<file path="src/hdl/mbic_pkg.sv">
// Package of register offsets, fields and carriers for the mailbox interrupt control block
package mbic_pkg;

  localparam int          MBIC_ADDR_W     = 8;
  localparam int          MBIC_NUM_MB     = 16;
  localparam int          MBIC_NUM_DSP    = 3;

  // Register offsets
  localparam logic [7:0]  MBIC_OFS_H2D_EN  = 8'h40;
  localparam logic [7:0]  MBIC_OFS_LSTAT   = 8'h76;
  localparam logic [7:0]  MBIC_OFS_LMASK   = 8'h77;
  localparam logic [7:0]  MBIC_OFS_HWR_EN  = 8'hD0;
  localparam logic [7:0]  MBIC_OFS_HRD_EN  = 8'hD2;
  localparam logic [7:0]  MBIC_OFS_LWR_EN  = 8'hD4;
  localparam logic [7:0]  MBIC_OFS_LRD_EN  = 8'hD6;
  localparam logic [7:0]  MBIC_OFS_WR_STAT = 8'hD8;
  localparam logic [7:0]  MBIC_OFS_RD_STAT = 8'hDA;

  // Local mask and status bit positions
  localparam int          MBIC_BIT_MAILBOX = 7;
  localparam int          MBIC_BIT_PCI_RD  = 6;
  localparam int          MBIC_BIT_PCI_WR  = 5;
  localparam int          MBIC_BIT_PCI_INT = 4;
  localparam int          MBIC_BIT_PERR    = 3;
  localparam int          MBIC_BIT_QWR     = 2;
  localparam int          MBIC_BIT_CH1     = 1;
  localparam int          MBIC_BIT_CH0     = 0;

  // Reset values and enable write mask
  localparam logic [15:0] MBIC_RST_16      = 16'h0000;
  localparam logic [7:0]  MBIC_RST_8       = 8'h00;
  localparam logic [15:0] MBIC_H2D_EN_MASK = 16'h0007;

  // Register access request
  typedef struct packed {
    logic        wr;
    logic        rd;
    logic [7:0]  addr;
    logic [15:0] wdata;
  } mbic_req_t;

  // Mailbox access events from both sides, one bit per mailbox
  typedef struct packed {
    logic [15:0] host_wr;
    logic [15:0] host_rd;
    logic [15:0] local_wr;
    logic [15:0] local_rd;
  } mbic_mb_ev_t;

endpackage : mbic_pkg

</file>
<file path="src/hdl/mbic_top.sv">
// Mailbox interrupt control: enables, sticky status, local and host interrupt outputs
`timescale 1ns/100ps

// Operation
// - Mailbox interrupts reach the local line only while mask bit 7 is set.
// - Read error gated by mask bit 6, write error by mask bit 5.
// - Global PCI interrupt gated by mask bit 4, parity error by bit 3.
// - Queue write by bit 2, channel one by bit 1, channel zero bit 0.
// - Local status bit 7 reads 1 while any mailbox interrupt is pending.
// - Host write/read of mailbox n interrupts local side when enabled.
// - Local write/read of mailbox n interrupts host side when enabled.
// - Mailbox n event sets bit n in write or read status register.
// - Writing 1 clears a mailbox status bit; writing 0 leaves it.
// - Read and write enables are separate registers.
// - DSP line k driven only while enable bit k set; bits 3-15 reserved.
// - Host mailbox summary stays set until both status registers clear.
module mbic_top
  import mbic_pkg::*;
(
  input  wire logic        core_clk,
  input  wire logic        arst_n,
  input  wire mbic_req_t   req,
  output logic [15:0]      rdata_q,
  input  wire mbic_mb_ev_t mb_ev,
  input  wire logic [6:0]  src_irq,
  input  wire logic [2:0]  dsp_irq_req,
  output logic             local_irq_q,
  output logic             host_irq_q,
  output logic             host_mb_summary_q,
  output logic [2:0]       dsp_irq_oe_q
);

  // ==========================================================================
  // Input synchronisers for the other interrupt sources
  // ==========================================================================
  logic [6:0] src_s1_q, src_s1_d, src_q, src_d;
  logic [2:0] dreq_s1_q, dreq_s1_d, dreq_q, dreq_d;

  always_comb begin
    src_s1_d  = src_irq;
    src_d     = src_s1_q;
    dreq_s1_d = dsp_irq_req;
    dreq_d    = dreq_s1_q;
  end

  always_ff @(posedge core_clk or negedge arst_n) begin
    if (!arst_n) begin
      src_s1_q  <= 7'h00;
      src_q     <= 7'h00;
      dreq_s1_q <= 3'h0;
      dreq_q    <= 3'h0;
    end else begin
      src_s1_q  <= src_s1_d;
      src_q     <= src_d;
      dreq_s1_q <= dreq_s1_d;
      dreq_q    <= dreq_d;
    end
  end

  // ==========================================================================
  // Registers
  // ==========================================================================
  logic [15:0] h2d_en_q, h2d_en_d;
  logic [7:0]  lmask_q, lmask_d;
  logic [15:0] hwr_en_q, hwr_en_d, hrd_en_q, hrd_en_d;
  logic [15:0] lwr_en_q, lwr_en_d, lrd_en_q, lrd_en_d;
  logic [15:0] wr_stat_q, wr_stat_d, rd_stat_q, rd_stat_d;
  logic [15:0] wr_set, rd_set, wr_clr, rd_clr;
  logic [15:0] rdata_d;
  logic [7:0]  lstat;
  logic        mb_pend;

  always_comb begin
    h2d_en_d = h2d_en_q;
    lmask_d  = lmask_q;
    hwr_en_d = hwr_en_q;
    hrd_en_d = hrd_en_q;
    lwr_en_d = lwr_en_q;
    lrd_en_d = lrd_en_q;
    if (req.wr) begin
      unique case (req.addr)
        MBIC_OFS_H2D_EN: h2d_en_d = req.wdata & MBIC_H2D_EN_MASK;
        MBIC_OFS_LMASK:  lmask_d  = req.wdata[7:0];
        MBIC_OFS_HWR_EN: hwr_en_d = req.wdata;
        MBIC_OFS_HRD_EN: hrd_en_d = req.wdata;
        MBIC_OFS_LWR_EN: lwr_en_d = req.wdata;
        MBIC_OFS_LRD_EN: lrd_en_d = req.wdata;
        default: ;
      endcase
    end
  end

  // ==========================================================================
  // Per-mailbox sticky status
  // ==========================================================================
  logic wr_stat_hit, rd_stat_hit;

  always_comb begin
    wr_stat_hit = req.wr && (req.addr == MBIC_OFS_WR_STAT);
    rd_stat_hit = req.wr && (req.addr == MBIC_OFS_RD_STAT);
  end

  // One slice per mailbox; an event in the cycle of a clear keeps the bit set
  for (genvar mb = 0; mb < MBIC_NUM_MB; mb++) begin : g_mb
    assign wr_set[mb]    = (mb_ev.host_wr[mb] & hwr_en_q[mb])
                         | (mb_ev.local_wr[mb] & lwr_en_q[mb]);
    assign rd_set[mb]    = (mb_ev.host_rd[mb] & hrd_en_q[mb])
                         | (mb_ev.local_rd[mb] & lrd_en_q[mb]);
    assign wr_clr[mb]    = wr_stat_hit & req.wdata[mb];
    assign rd_clr[mb]    = rd_stat_hit & req.wdata[mb];
    assign wr_stat_d[mb] = (wr_stat_q[mb] & ~wr_clr[mb]) | wr_set[mb];
    assign rd_stat_d[mb] = (rd_stat_q[mb] & ~rd_clr[mb]) | rd_set[mb];
  end

  // ==========================================================================
  // Local status: mailbox summary plus synchronised sources
  // ==========================================================================
  always_comb begin
    mb_pend = (|wr_stat_q) | (|rd_stat_q);
    lstat   = {mb_pend, src_q};
  end

  // ==========================================================================
  // Register readback
  // ==========================================================================
  always_comb begin
    rdata_d = MBIC_RST_16;
    if (req.rd) begin
      unique case (req.addr)
        MBIC_OFS_H2D_EN:  rdata_d = h2d_en_q;
        MBIC_OFS_LSTAT:   rdata_d = {8'h00, lstat};
        MBIC_OFS_LMASK:   rdata_d = {8'h00, lmask_q};
        MBIC_OFS_HWR_EN:  rdata_d = hwr_en_q;
        MBIC_OFS_HRD_EN:  rdata_d = hrd_en_q;
        MBIC_OFS_LWR_EN:  rdata_d = lwr_en_q;
        MBIC_OFS_LRD_EN:  rdata_d = lrd_en_q;
        MBIC_OFS_WR_STAT: rdata_d = wr_stat_q;
        MBIC_OFS_RD_STAT: rdata_d = rd_stat_q;
        default:          rdata_d = MBIC_RST_16;
      endcase
    end
  end

  always_ff @(posedge core_clk or negedge arst_n) begin
    if (!arst_n) begin
      h2d_en_q  <= MBIC_RST_16;
      lmask_q   <= MBIC_RST_8;
      hwr_en_q  <= MBIC_RST_16;
      hrd_en_q  <= MBIC_RST_16;
      lwr_en_q  <= MBIC_RST_16;
      lrd_en_q  <= MBIC_RST_16;
    end else begin
      h2d_en_q  <= h2d_en_d;
      lmask_q   <= lmask_d;
      hwr_en_q  <= hwr_en_d;
      hrd_en_q  <= hrd_en_d;
      lwr_en_q  <= lwr_en_d;
      lrd_en_q  <= lrd_en_d;
    end
  end

  // Status and readback state
  always_ff @(posedge core_clk or negedge arst_n) begin
    if (!arst_n) begin
      wr_stat_q <= MBIC_RST_16;
      rd_stat_q <= MBIC_RST_16;
      rdata_q   <= MBIC_RST_16;
    end else begin
      wr_stat_q <= wr_stat_d;
      rd_stat_q <= rd_stat_d;
      rdata_q   <= rdata_d;
    end
  end

  // ==========================================================================
  // Interrupt outputs
  // ==========================================================================
  logic       local_irq_d, host_irq_d, host_sum_d;
  logic [2:0] dsp_oe_d;
  logic [7:0] lgated;
  logic       host_pend;

  // Each local source passes only under its own mask bit
  always_comb begin
    lgated                   = MBIC_RST_8;
    lgated[MBIC_BIT_MAILBOX] = lstat[MBIC_BIT_MAILBOX] & lmask_q[MBIC_BIT_MAILBOX];
    lgated[MBIC_BIT_PCI_RD]  = lstat[MBIC_BIT_PCI_RD] & lmask_q[MBIC_BIT_PCI_RD];
    lgated[MBIC_BIT_PCI_WR]  = lstat[MBIC_BIT_PCI_WR] & lmask_q[MBIC_BIT_PCI_WR];
    lgated[MBIC_BIT_PCI_INT] = lstat[MBIC_BIT_PCI_INT] & lmask_q[MBIC_BIT_PCI_INT];
    lgated[MBIC_BIT_PERR]    = lstat[MBIC_BIT_PERR] & lmask_q[MBIC_BIT_PERR];
    lgated[MBIC_BIT_QWR]     = lstat[MBIC_BIT_QWR] & lmask_q[MBIC_BIT_QWR];
    lgated[MBIC_BIT_CH1]     = lstat[MBIC_BIT_CH1] & lmask_q[MBIC_BIT_CH1];
    lgated[MBIC_BIT_CH0]     = lstat[MBIC_BIT_CH0] & lmask_q[MBIC_BIT_CH0];
  end

  // One gate per DSP line; reserved enable bits never reach a line
  for (genvar ln = 0; ln < MBIC_NUM_DSP; ln++) begin : g_dsp
    assign dsp_oe_d[ln] = dreq_q[ln] & h2d_en_q[ln];
  end

  always_comb begin
    local_irq_d = |lgated;
    // Host side events are status bits whose local-bus enable is set, whichever side set them
    host_pend   = |((wr_stat_q & lwr_en_q) | (rd_stat_q & lrd_en_q));
    host_irq_d  = host_pend;
    host_sum_d  = mb_pend;
  end

  always_ff @(posedge core_clk or negedge arst_n) begin
    if (!arst_n) begin
      local_irq_q       <= 1'b0;
      host_irq_q        <= 1'b0;
      host_mb_summary_q <= 1'b0;
      dsp_irq_oe_q      <= 3'h0;
    end else begin
      local_irq_q       <= local_irq_d;
      host_irq_q        <= host_irq_d;
      host_mb_summary_q <= host_sum_d;
      dsp_irq_oe_q      <= dsp_oe_d;
    end
  end

endmodule : mbic_top

</file>
<file path="config.mk">
export PLATFORM = sky130hd
export DESIGN_NAME = mbic_top
export DESIGN_NICKNAME = d
export VERILOG_FILES = /design/src/hdl/mbic_pkg.sv /design/src/hdl/mbic_top.sv
export SDC_FILE = /design/constraint.sdc
export NUM_CORES = 1
export LEC_CHECK = 0
export BUFFER_PORTS_ARGS = -buffer_cell sky130_fd_sc_hd__buf_4
export CORE_MARGIN = 2
export CORE_UTILIZATION = 30
export DETAILED_ROUTE_END_ITERATION = 8
export SLEW_MARGIN = 20
export SYNTH_ARGS = -nofsm -noshare
export SYNTH_HDL_FRONTEND = slang
export SYNTH_SLANG_ARGS = --single-unit
</file>
<file path="constraint.sdc">
create_clock -name core_clk -period 2.42 [get_ports core_clk]
set_input_delay 0.121 -clock core_clk [delete_from_list [all_inputs] [get_ports core_clk]]
set_output_delay 0.121 -clock core_clk [all_outputs]
set_load 0.05 [all_outputs]
</file>
-- Word level (Yosys, flattened, before mapping)
Cells that the tools add are included.
Widths: inputs -> output; s select.
- register bits: 149
- logic and storage cells: 279
- input port bits: 102
- output and inout bits: 22
- bitwise logic cells: 239
- equality and inequality tests: 9
- mux-type cells: 2
- reductions and logical operators: 12
- operators with widths (cell ; number):
    $pmux 16 s9 ; 1
    $and 1x1->1 ; 139
    $or 1x1->1 ; 65
    $eq 8x8->1 const B ; 6
    $reduce_or 16->1 ; 3
    $and 16x16->16 ; 2
    $not 1->1 ; 32
    $eq 8x7->1 const B ; 3
    $mux 16 ; 1
    $or 16x16->16 ; 1
    $reduce_and 2->1 ; 6
    $reduce_or 8->1 ; 1
    $logic_and 1x1->1 ; 2

-- Longest topological paths before layout
Gate-level depths: netlist of run 1.
- depth after elaboration: 6
- mapped depth: 8
- gate-level depth less buffers: 5

-- Worst setup path after synthesis of run 1
No wires, ideal clock.
- kind: input to register
- start: input req[16] in the netlist's numbering
- end: register hwr_en_q[10]
- cell stages on the path: 5
- setup slack: 0.746 ns
- buffers on the path: 1
- library setup time: 0.125 ns
- arrival time: 1.549 ns
- data required time: 2.295 ns
- path through: or2_1 or3_4 nor2_4 buf_4 mux2_2
- longest elaborated chain between the ends: 2
- RTL lines (element ; line ; source):
    from (decl) ; mbic_top.sv:22 ; input wire mbic_req_t req,
    $eq 8x8->1 ; mbic_top.sv:81 ; unique case (req.addr)
    $reduce_and 2->1 (no line) ; - ;
    to (signal assigned) ; mbic_top.sv:155 ; hwr_en_q <= hwr_en_d;
    to (decl) ; mbic_top.sv:65 ; logic [15:0] hwr_en_q, hwr_en_d, hrd_en_q, hrd_en_d;
No other way between the ends.
A chain may end at the register's enable or synchronous reset.

-- Final worst setup path of run 1
- start: input req[17] in the netlist's numbering
- end: register wr_stat_q[1]
- longest elaborated chain between the ends: 6
- RTL lines (element ; line ; source):
    $eq 8x8->1 ; mbic_top.sv:99 ; wr_stat_hit = req.wr && (req.addr == MBIC_OFS_WR_STAT);
    $logic_and 1x1->1 ; mbic_top.sv:99 ;
    $and 1x1->1 ; mbic_top.sv:109 ; assign wr_clr[mb] = wr_stat_hit & req.wdata[mb];
    $not 1->1 ; mbic_top.sv:111 ; assign wr_stat_d[mb] = (wr_stat_q[mb] & ~wr_clr[mb]) | wr_set[mb];
    $and 1x1->1 ; mbic_top.sv:111 ;
    $or 1x1->1 ; mbic_top.sv:111 ;
    named net wr_stat_d[1] ; mbic_top.sv:67 ; logic [15:0] wr_stat_q, wr_stat_d, rd_stat_q, rd_stat_d;
    to (signal assigned) ; mbic_top.sv:169 ; wr_stat_q <= wr_stat_d;
    to (decl) ; mbic_top.sv:67 ;
The timed path passes the listed nets, and every way through them passes these cells.

==> impl_metrics.toml, run 1 <==
[critical_path]
cp_cell_sequence = "buf_4 -> or2_1 -> or3_4 -> nor2_4 -> a21boi_0 -> a221o_1 -> dlygate4sd3_1"
crit_path_top_delay_cell = "dlygate4sd3_1"
path_delay_family = "simple AND/OR/NAND/NOR gates"
reg2reg_to = "host_irq_q"
cp_max_fo = 16
crit_buf_inv = 2
max_stage_delay_ps = 570
critPathRequiredTime_ps = 2720
ff2ff_setup_slack_ps = 710
crit_type = "in -> reg"
critPathCaptureType = "flop"
critPathArrivalTime_ps = 2620
worstReg2RegStart = "rd_stat_q[2]"
reg2reg_depth = 4
worstSetupStartpointType = "primary input"

[die]
pin_count = 124
die_h_um = 151.7
fp.dieW_um = 151.7
rows = 54
core_um2 = 21620
die-area_um2 = 23020
start_util_pct = 30.28

[cts]
cts_resized = 0
cts_num_sinks = 149
clock_latency_ps = 420
numCtsBuffers = 17
cts_htree_levels = 4
cts_max_path_buffers = 2
root_buffer = "clkbuf_16"
clk_pin_slew_worst_paths_ps = 60
cts_tree = "yes"

[global_routing]
grt_pass1_vias = 5700
grt_pass1_wl_um = 32740
antenna_found_initial = 0
grt_usage_pct = 19.23
grt_start_max_net_pins = 69
gr-total-overflow = 0

[synth]
yosysTopAreaCell = "dfrtp_1"
ys_async_sr_fraction_pct = 100.0
syn_area_per_cell_um2 = 13.50
synth_compound_area_share_pct = 14.12
synthMuxAreaShare_pct = 18.35
synth_xor_area_share_pct = 0.1338
netlist_instances = 485
yosys.area_share.simple_pct = 7.856
ys_types = 47
synth_top_cell_area_share_pct = 56.96
ys_warn_count = 0
synth_edf_count = 0
ys.flop_type = "dfrtp_1"
ys_ff_latch = 149
synth_area_leaders = "dfrtp_1 (57%), mux2_2 (13%), mux2i_1 (3.2%)"
synth_area_um2 = 6546
synth-adder-area-share_pct = 0
seq_area_frac_synth_pct = 56.96
synth_top_family_by_area = "multiplexers"
synthesis.nets = 587

[sta]
fin_crit_ps = 2320
maxSlewHeadroom_pct = 48.63
worst_slack_ps = 100.2
finalCritPeriodShare_pct = 95.86
hold_slack_ps = 29.45
worstMarginPinSlew_ps = 766.4
finalHoldViolations = 0
finalMaxSlewViolations = 0
setup_tns_ps = 0
rsz0062_at_grt = "no"
setup_violations = 0
fin_skew_ps = 7.779
fmax_ghz = 0.4311

[drt]
wl_per_cell_um = 21.14
drt-initial-drc-count = 483
vias_per_cell = 5.286
vias = 5318
routed_wl_um = 21270
drc = 0
dr.pass1.iters = 5
ant_nets = 0

[power]
peakVddDrop_mv = 0.5044
powerDensity_nw_per_um2 = 781.2
p_leak_nw = 4.275

[final_layout]
stdcell_area_um2 = 9376
final_cells = 1006
diodes = 0
area_delta_synth_final_pct = 43.23
drive_gt1_share_pct = 36.50
fin_nets = 816

[job]
maxCapViolations = 0

[placed_design]
placed_area_um2 = 7868
dp_slack_ps = 236.8
io_buffers = 123
place_inst = 887
gp_congestion = 0.9058
place.detailed.hpwl_um = 15210

[run_status]
status = "complete, no violations"

[hold_path]
holdPathEnd = "hwr_en_q[0]"
hold_path_class = "in -> reg"
min_path_cells = 2
min-delay-start = "req[0]"
## per-layer routing
layer	vias up	global-route usage (%)	wire length [um]
li1	2353	-	-
met1	2706	24.81	8863
met2	229	31.28	10370
met3	30	5.269	1619
met4	0	6.528	418
met5	-	0	0
## worst register-to-register path, stage by stage (launching register included)
cell and delay [ps]:
dfrtp_1 460, a22o_1 240, a221oi_1 200, nand3_1 90, or4_1 570
## flip-flops by register name, summed over array words and instances, names as in the netlist, 7 cells and up
| signal | count |
|---|---|
| lrd_en_q | 16 |
| hrd_en_q | 16 |
| src_d | 7 |
| lwr_en_q | 16 |
| src_q | 7 |
| hwr_en_q | 16 |
| rd_stat_q | 16 |
| rdata_q | 16 |
| wr_stat_q | 16 |
| lmask_q | 8 |
## layout make-up
class | count | area, um^2
Inverter | 16 | 60.06
Sequential cell | 149 | 3729
Timing Repair Buffer | 228 | 1961
Tap cell | 280 | 350.3
Multi-Input combinational cell | 302 | 2655
Clock buffer | 19 | 442.9
Fill cell | 2020 | 12240
Clock inverter | 12 | 178.9
## cell usage in the layout (no fill, tap or decap), types with 3 or more instances in the layout
| master | instances |
|---|---|
| nor2_1 | 9 |
| mux4_2 | 6 |
| mux2i_1 | 21 |
| mux2_2 | 75 |
| nor3_1 | 4 |
| a22o_1 | 4 |
| dfrtp_1 | 149 |
| a21boi_0 | 6 |
| nor4_1 | 9 |
| a222oi_1 | 17 |
| bufinv_16 | 4 |
| buf_4 | 137 |
| o22ai_1 | 11 |
| nand4_1 | 5 |
| nand2_1 | 28 |
| nor2_4 | 3 |
| clkbuf_16 | 17 |
| a221o_1 | 16 |
| clkinvlp_4 | 3 |
| a31oi_1 | 6 |
| a221oi_1 | 12 |
| a22oi_1 | 23 |
| a21boi_1 | 10 |
| nand2b_1 | 5 |
| a21oi_1 | 6 |
| inv_1 | 16 |
| and2_1 | 4 |
| dlygate4sd3_1 | 88 |
## metrics by stage
step	utilization (%)	total power (W)
floorplan	-	0.003625
global placement	36.39	0.004114
detailed placement	36.39	0.004148
CTS	43.34	0.007327
global route	43.37	0.007621
finish	43.37	0.007325
## cells by family after synthesis
logic type             Yosys count
AND/OR/NAND/NOR                 84
multiplexers                   103
XOR/XNOR                         1
flip-flops                     149
buffers and inverters           34
AO/OA/AOI/OAI                  114
## how the worst max path moves through the flow
stage	from	endpoint	slack, ps	cells after the start
floorplan	req[16]	hwr_en_q[10]	750	5
global placement	req[17]	wr_stat_q[4]	300	6
detailed placement	req[17]	wr_stat_q[1]	240	6
CTS	req[17]	wr_stat_q[1]	160	7
global route	req[17]	wr_stat_q[2]	20	7
finish	req[17]	wr_stat_q[1]	100	7
## synth_stat cells (2+ instances only)
cell,number
and2_1,4
a221oi_1,12
nand4_1,5
nor2_4,3
a22oi_1,23
a21oi_1,6
buf_4,3
mux2i_1,21
a31oi_1,6
nor3_2,2
mux4_2,6
nor2_1,9
buf_1,2
a21boi_1,10
nor3_1,4
nand2_1,28
a21boi_0,6
and3_1,2
mux2_2,75
a222oi_1,17
buf_6,3
inv_1,16
o22ai_1,11
a221o_1,16
nand2b_1,5
nand3_1,2
nor4_1,9
clkbuf_1,4
nor4_4,2
buf_2,5
dfrtp_1,149
a22o_1,4
## what timing repair did
action	4_1_cts	5_1_grt
setup buffers	0	0
hold buffers	88	0
hold endpoints to repair	157	0
## where the power goes
part / internal [W] / switching (W) / total [W] / leakage, nW
registers: 0.00280 / 0.000434 / 0.00324 / 1.91
logic: 0.000826 / 0.000480 / 0.00131 / 2.07
clock network: 0.00175 / 0.00103 / 0.00278 / 0.295
No activity file was read; power rests on OpenSTA's default activity.
==> run 2: changes to the inputs <==
--- a/config.mk
+++ b/config.mk
@@ -9,4 +9,5 @@
 export CORE_MARGIN = 2
-export CORE_UTILIZATION = 30
+export CORE_UTILIZATION = 60
 export DETAILED_ROUTE_END_ITERATION = 8
+export PLACE_DENSITY = 0.85
 export SLEW_MARGIN = 20
==> constraint.sdc (replaced) <==
create_clock -name core_clk -period 2.42 [get_ports core_clk]
set_input_delay 0 -clock core_clk [delete_from_list [all_inputs] [get_ports core_clk]]
set_output_delay 0 -clock core_clk [all_outputs]
set_load 0.05 [all_outputs]
==> run 2 against run 1 <==
Against the previous run:
- maximum frequency decreased by 1.6%
- register-to-register slack got worse by 220 ps
- cell count decreased by 13%
- core utilization increased by 44 points
- critical path depth increased by 3
- wire length increased by 9.8%
- final area decreased by 0.35%
- sequential share of layout area increased by 0.14 points
- via count increased by 13%
- power increased by 6.1%
- highest routed layer unchanged
==> impl_metrics.toml, run 2 (synthesized netlist as in run 1, its figures left out) <==
[placed_design]
io_buffers = 123
placed_area_um2 = 7655
place.detailed.hpwl_um = 12730
dp_slack_ps = 351.5
gp_congestion = 0.9431

[critical_path]
cp_max_fo = 16
max_stage_delay_ps = 560
critPathRequiredTime_ps = 2850
worstSetupStartpointType = "primary input"
critPathArrivalTime_ps = 2790
cp_cell_sequence = "dlygate4sd3_1 -> buf_4 -> nand4b_4 -> or3_4 -> nor2_4 -> buf_12 -> buf_4 -> a21boi_1 -> a221o_1 -> dlygate4sd3_1"
reg2reg_depth = 5
crit_type = "in -> reg"
critPathCaptureType = "flop"
crit_path_top_delay_cell = "dlygate4sd3_1"

[cts]
cts_resized = 0
cts_htree_levels = 4
root_buffer = "clkbuf_8"
cts_tree = "yes"
cts_max_path_buffers = 2
clk_pin_slew_worst_paths_ps = 70
cts_num_sinks = 149
clock_latency_ps = 560
numCtsBuffers = 17

[sta]
worst_slack_ps = 62.89
fin_skew_ps = 10.83
finalMaxSlewViolations = 0
worstMarginPinSlew_ps = 778.6
fmax_ghz = 0.4242
rsz0062_at_grt = "no"
fin_crit_ps = 2357
hold_slack_ps = 0.03952
finalCritPeriodShare_pct = 97.40
setup_violations = 0
finalHoldViolations = 0
setup_tns_ps = 0
maxSlewHeadroom_pct = 47.92

[final_layout]
diodes = 0
final_cell_mix = "dfrtp_1 (149), buf_4 (133), dlygate4sd3_1 (97)"
area_delta_synth_final_pct = 42.74
mostFrequentLayoutCell = "dfrtp_1"
fin_nets = 822
drive_gt1_share_pct = 35.88
final_core_util_pct = 86.96
stdcell_area_um2 = 9344

[global_routing]
gr-total-overflow = 0
grt_usage_pct = 41.84
grt_start_max_net_pins = 61
grt_pass1_wl_um = 35520
antenna_found_initial = 0
grt_pass1_vias = 6467

[drt]
drt-initial-drc-count = 764
drc = 0
dr.pass1.iters = 9
wl_per_cell_um = 26.75
vias_per_cell = 6.888
ant_nets = 0
vias = 6013
routed_wl_um = 23350

[hold_path]
hold_path_class = "in -> async"

[job]
maxCapViolations = 0

[power]
powerDensity_nw_per_um2 = 832.0
peakVddDrop_mv = 0.6008
p_leak_nw = 4.335

[die]
die-area_um2 = 11760
pin_count = 124
rows = 38
die_h_um = 108.5
fp.dieW_um = 108.5
start_util_pct = 60.92
core_um2 = 10750

[run_status]
status = "complete, no violations"
-- run 2: worst max-delay path: cells and delay by family --
kind / cells / cell delay, ps
AOI/OAI and AO/OA: 2 / 320
buffers and inverters: 5 / 1570
and+or+nand+nor: 3 / 900
-- run 2: per-stage QoR --
stage	instances	power [W]
after CTS	871	0.007566
after floorplan	485	0.003625
after detailed placement	742	0.004122
final	873	0.007774
after global routing	873	0.007976
after global placement	742	0.004067
-- run 2: worst paths after layout --
check,startpoint,slack (ps),endpoint
max in group asynchronous,arst_n,1540,rd_stat_q[10]
setup / recovery,req[21],60,wr_stat_q[14]
min in group core_clk,req[16],40,rdata_q[4]
setup reg to reg,rd_stat_q[1],490,local_irq_q
hold reg to reg,dreq_d[2],360,dreq_q[2]
hold / removal,arst_n,0.04,rd_stat_q[8]
-- run 2: metal layers --
metal	track usage [%]	part of all wire (%)	vias up
met5	0	0	-
met4	27.38	7.0	0
met3	14.23	11	183
met2	66.96	48	567
met1	47.87	33	2893
li1	-	-	2370
-- run 2: area by class of cell --
cell class / instances / area (um^2)
timing repair buffer: 234 / 2041
multi-input combinational: 302 / 2655
clock inverter: 13 / 252.7
fill: 471 / 1401
tap: 140 / 175.2
sequential: 149 / 3729
clock buffer: 19 / 431.7
inverter: 16 / 60.06
-- run 2: timing repair --
item / CTS / global route
endpoints found under the setup margin: 0 / 16
hold buffers: 97 / 0
setup buffers: 0 / 2
hold endpoints to repair: 246 / 0
-- run 2: where the power goes --
part	switching, W	leakage (nW)	internal [W]	total, W
Sequential	0.000479	1.91	0.00280	0.00328
Combinational	0.000565	2.10	0.000837	0.00140
Clock	0.00107	0.328	0.00201	0.00309
Total	0.00212	4.33	0.00566	0.00777
==> run 3: changes to the inputs <==
Settings changed: ABC_CLOCK_PERIOD_IN_PS set to 2420, CAP_MARGIN set to 15, CORE_UTILIZATION 60 to 62, CTS_BUF_LIST set to sky130_fd_sc_hd__clkbuf_4 sky130_fd_sc_hd__clkbuf_8, PLACE_DENSITY 0.85 to 0.88.
==> run 3 against run 2 <==
Against the previous run:
- clock-buffer cell count increased by 1
- die area decreased by 3.1%
- first-iteration DRC count increased by 0.65%
- power decreased by 11%
- clock skew decreased by 2.3 ps
- global-route usage decreased by 0.23 points
- largest cell class unchanged
==> impl_metrics.toml, run 3 (synthesized netlist as in run 1, its figures left out) <==
[critical_path]
reg2reg_to = "host_irq_q"
worstReg2RegStart = "lrd_en_q[12]"
ff2ff_setup_slack_ps = 630
crit_type = "in -> reg"
crit_path_top_delay_cell = "dlygate4sd3_1"
critPathRequiredTime_ps = 2760
reg2reg_depth = 4
worstSetupStartpointType = "primary input"
path_delay_family = "simple AND/OR/NAND/NOR gates"
crit_buf_inv = 2
max_stage_delay_ps = 600
critPathCaptureType = "flop"
cp_cell_sequence = "buf_4 -> or2_1 -> or3_4 -> nor2_4 -> a21boi_1 -> a221o_1 -> dlygate4sd3_1"
cp_max_fo = 16
critPathArrivalTime_ps = 2550

[hold_path]
holdPathEnd = "rdata_q[14]"
min_path_cells = 4
min-delay-start = "req[24]"
hold_path_class = "in -> reg"

[power]
p_int_w = 0.004929
p_leak_nw = 4.204
powerDensity_nw_per_um2 = 762.9
clkPwrFrac_pct = 32.8
peakVddDrop_mv = 0.5415
seq_power_share_pct = 47.0
swShare_pct = 28.74
power_frac_comb_pct = 20.2
netSwitchingPower_w = 0.001988

[job]
maxCapViolations = 0

[cts]
cts_resized = 0
cts_num_sinks = 149
cts_htree_levels = 4
cts_tree = "yes"
clk_pin_slew_worst_paths_ps = 90
clock_latency_ps = 460
cts_max_path_buffers = 2
root_buffer = "clkbuf_8"
numCtsBuffers = 17

[drt]
drt-initial-drc-count = 769
routed_wl_um = 22580
dr.pass1.iters = 6
vias_per_cell = 6.683
drc = 0
wl_per_cell_um = 26.13
ant_nets = 0
vias = 5774

[global_routing]
gr-total-overflow = 0
grt_usage_pct = 41.62
grt_start_max_net_pins = 65
grt_pass1_vias = 6314
antenna_found_initial = 0
grt_pass1_wl_um = 34630

[die]
fp.dieW_um = 106.8
rows = 37
core_um2 = 10280
pin_count = 124
die_h_um = 106.8
start_util_pct = 63.70
die-area_um2 = 11400

[final_layout]
stdcell_area_um2 = 9067
diodes = 0
final_cell_mix = "dfrtp_1 (149), buf_4 (132), dlygate4sd3_1 (95)"
drive_gt1_share_pct = 35.85
final_core_util_pct = 88.23
mostFrequentLayoutCell = "dfrtp_1"
area_delta_synth_final_pct = 38.51
fin_nets = 818

[sta]
hold_slack_ps = 24.57
maxSlewHeadroom_pct = 16.14
setup_violations = 0
setup_tns_ps = 0
worstMarginPinSlew_ps = 1251
finalMaxSlewViolations = 0
finalCritPeriodShare_pct = 90.95
fmax_ghz = 0.4543
fin_skew_ps = 8.497
rsz0062_at_grt = "no"
fin_crit_ps = 2201
finalHoldViolations = 0

[placed_design]
place.detailed.hpwl_um = 13130
io_buffers = 123
gp_congestion = 0.8794
placed_area_um2 = 7650

[run_status]
status = "complete, no violations"
[run 3: changes by cell type in the layout (fill, tap and decap cells not counted), moves of 2 or more]
cell and change:
clkbuf_8 +17, clkbuf_16 -16, bufinv_16 -2, clkinv_2 -2, clkinv_4 -2, clkinvlp_4 +2
dlygate4sd3_1 -2, inv_6 +2
[run 3: repair_timing]
item / in CTS / in global routing
endpoints found under the hold margin: 217 / 0
hold buffers: 95 / 0
setup buffers: 0 / 0
[run 3: power by group through the flow]
stage	Sequential, W	Clock [W]	Combinational [W]
5_1_grt	0.00326	0.00237	0.00148
3_3_place_gp	0.00324	0	0.000847
6_report	0.00325	0.00227	0.00140
3_5_place_dp	0.00323	0	0.000897
2_1_floorplan	0.00310	0	0.000522
4_1_cts	0.00320	0.00226	0.00130
[run 3: metrics by stage]
step | power (W) | cells | setup slack [ps]
floorplan | 0.003625 | 485 | 867.4
global placement | 0.004082 | 738 | 319.1
detailed placement | 0.004131 | 738 | 296.1
CTS | 0.006756 | 864 | 282.4
global route | 0.007102 | 864 | 183.1
finish | 0.006917 | 864 | 218.9
[run 3: worst max-delay path by stage]
stage	from	to	slack, ps	cells after the start
after detailed placement	req[19]	lmask_q[7]	300	6
final	req[17]	wr_stat_q[7]	220	7
after global placement	req[19]	lmask_q[6]	320	6
after CTS	req[17]	wr_stat_q[1]	280	7
after global routing	req[17]	wr_stat_q[4]	180	7
after floorplan	req[16]	hwr_en_q[10]	870	5
[run 3: worst min-delay path, stage by stage]
cell and delay (ps):
buf_4 90, o21ai_2 50, buf_4 200, nor2_1 110
[run 3: per-layer routing]
| metal | routed length (um) | global-route usage, % |
|---|---|---|
| met1 | 7873 | 49.83 |
| met2 | 11400 | 69.15 |
| met3 | 2343 | 12.16 |
| met4 | 962 | 20.41 |
| met5 | 0 | 0 |
[run 3: final cells by class]
cell class | instances | area [um^2]
Sequential cell | 149 | 3729
Multi-Input combinational cell | 302 | 2649
Timing Repair Buffer | 230 | 1993
Fill cell | 446 | 1210
Clock buffer | 20 | 269.0
Clock inverter | 11 | 197.7
Tap cell | 136 | 170.2
Inverter | 16 | 60.06
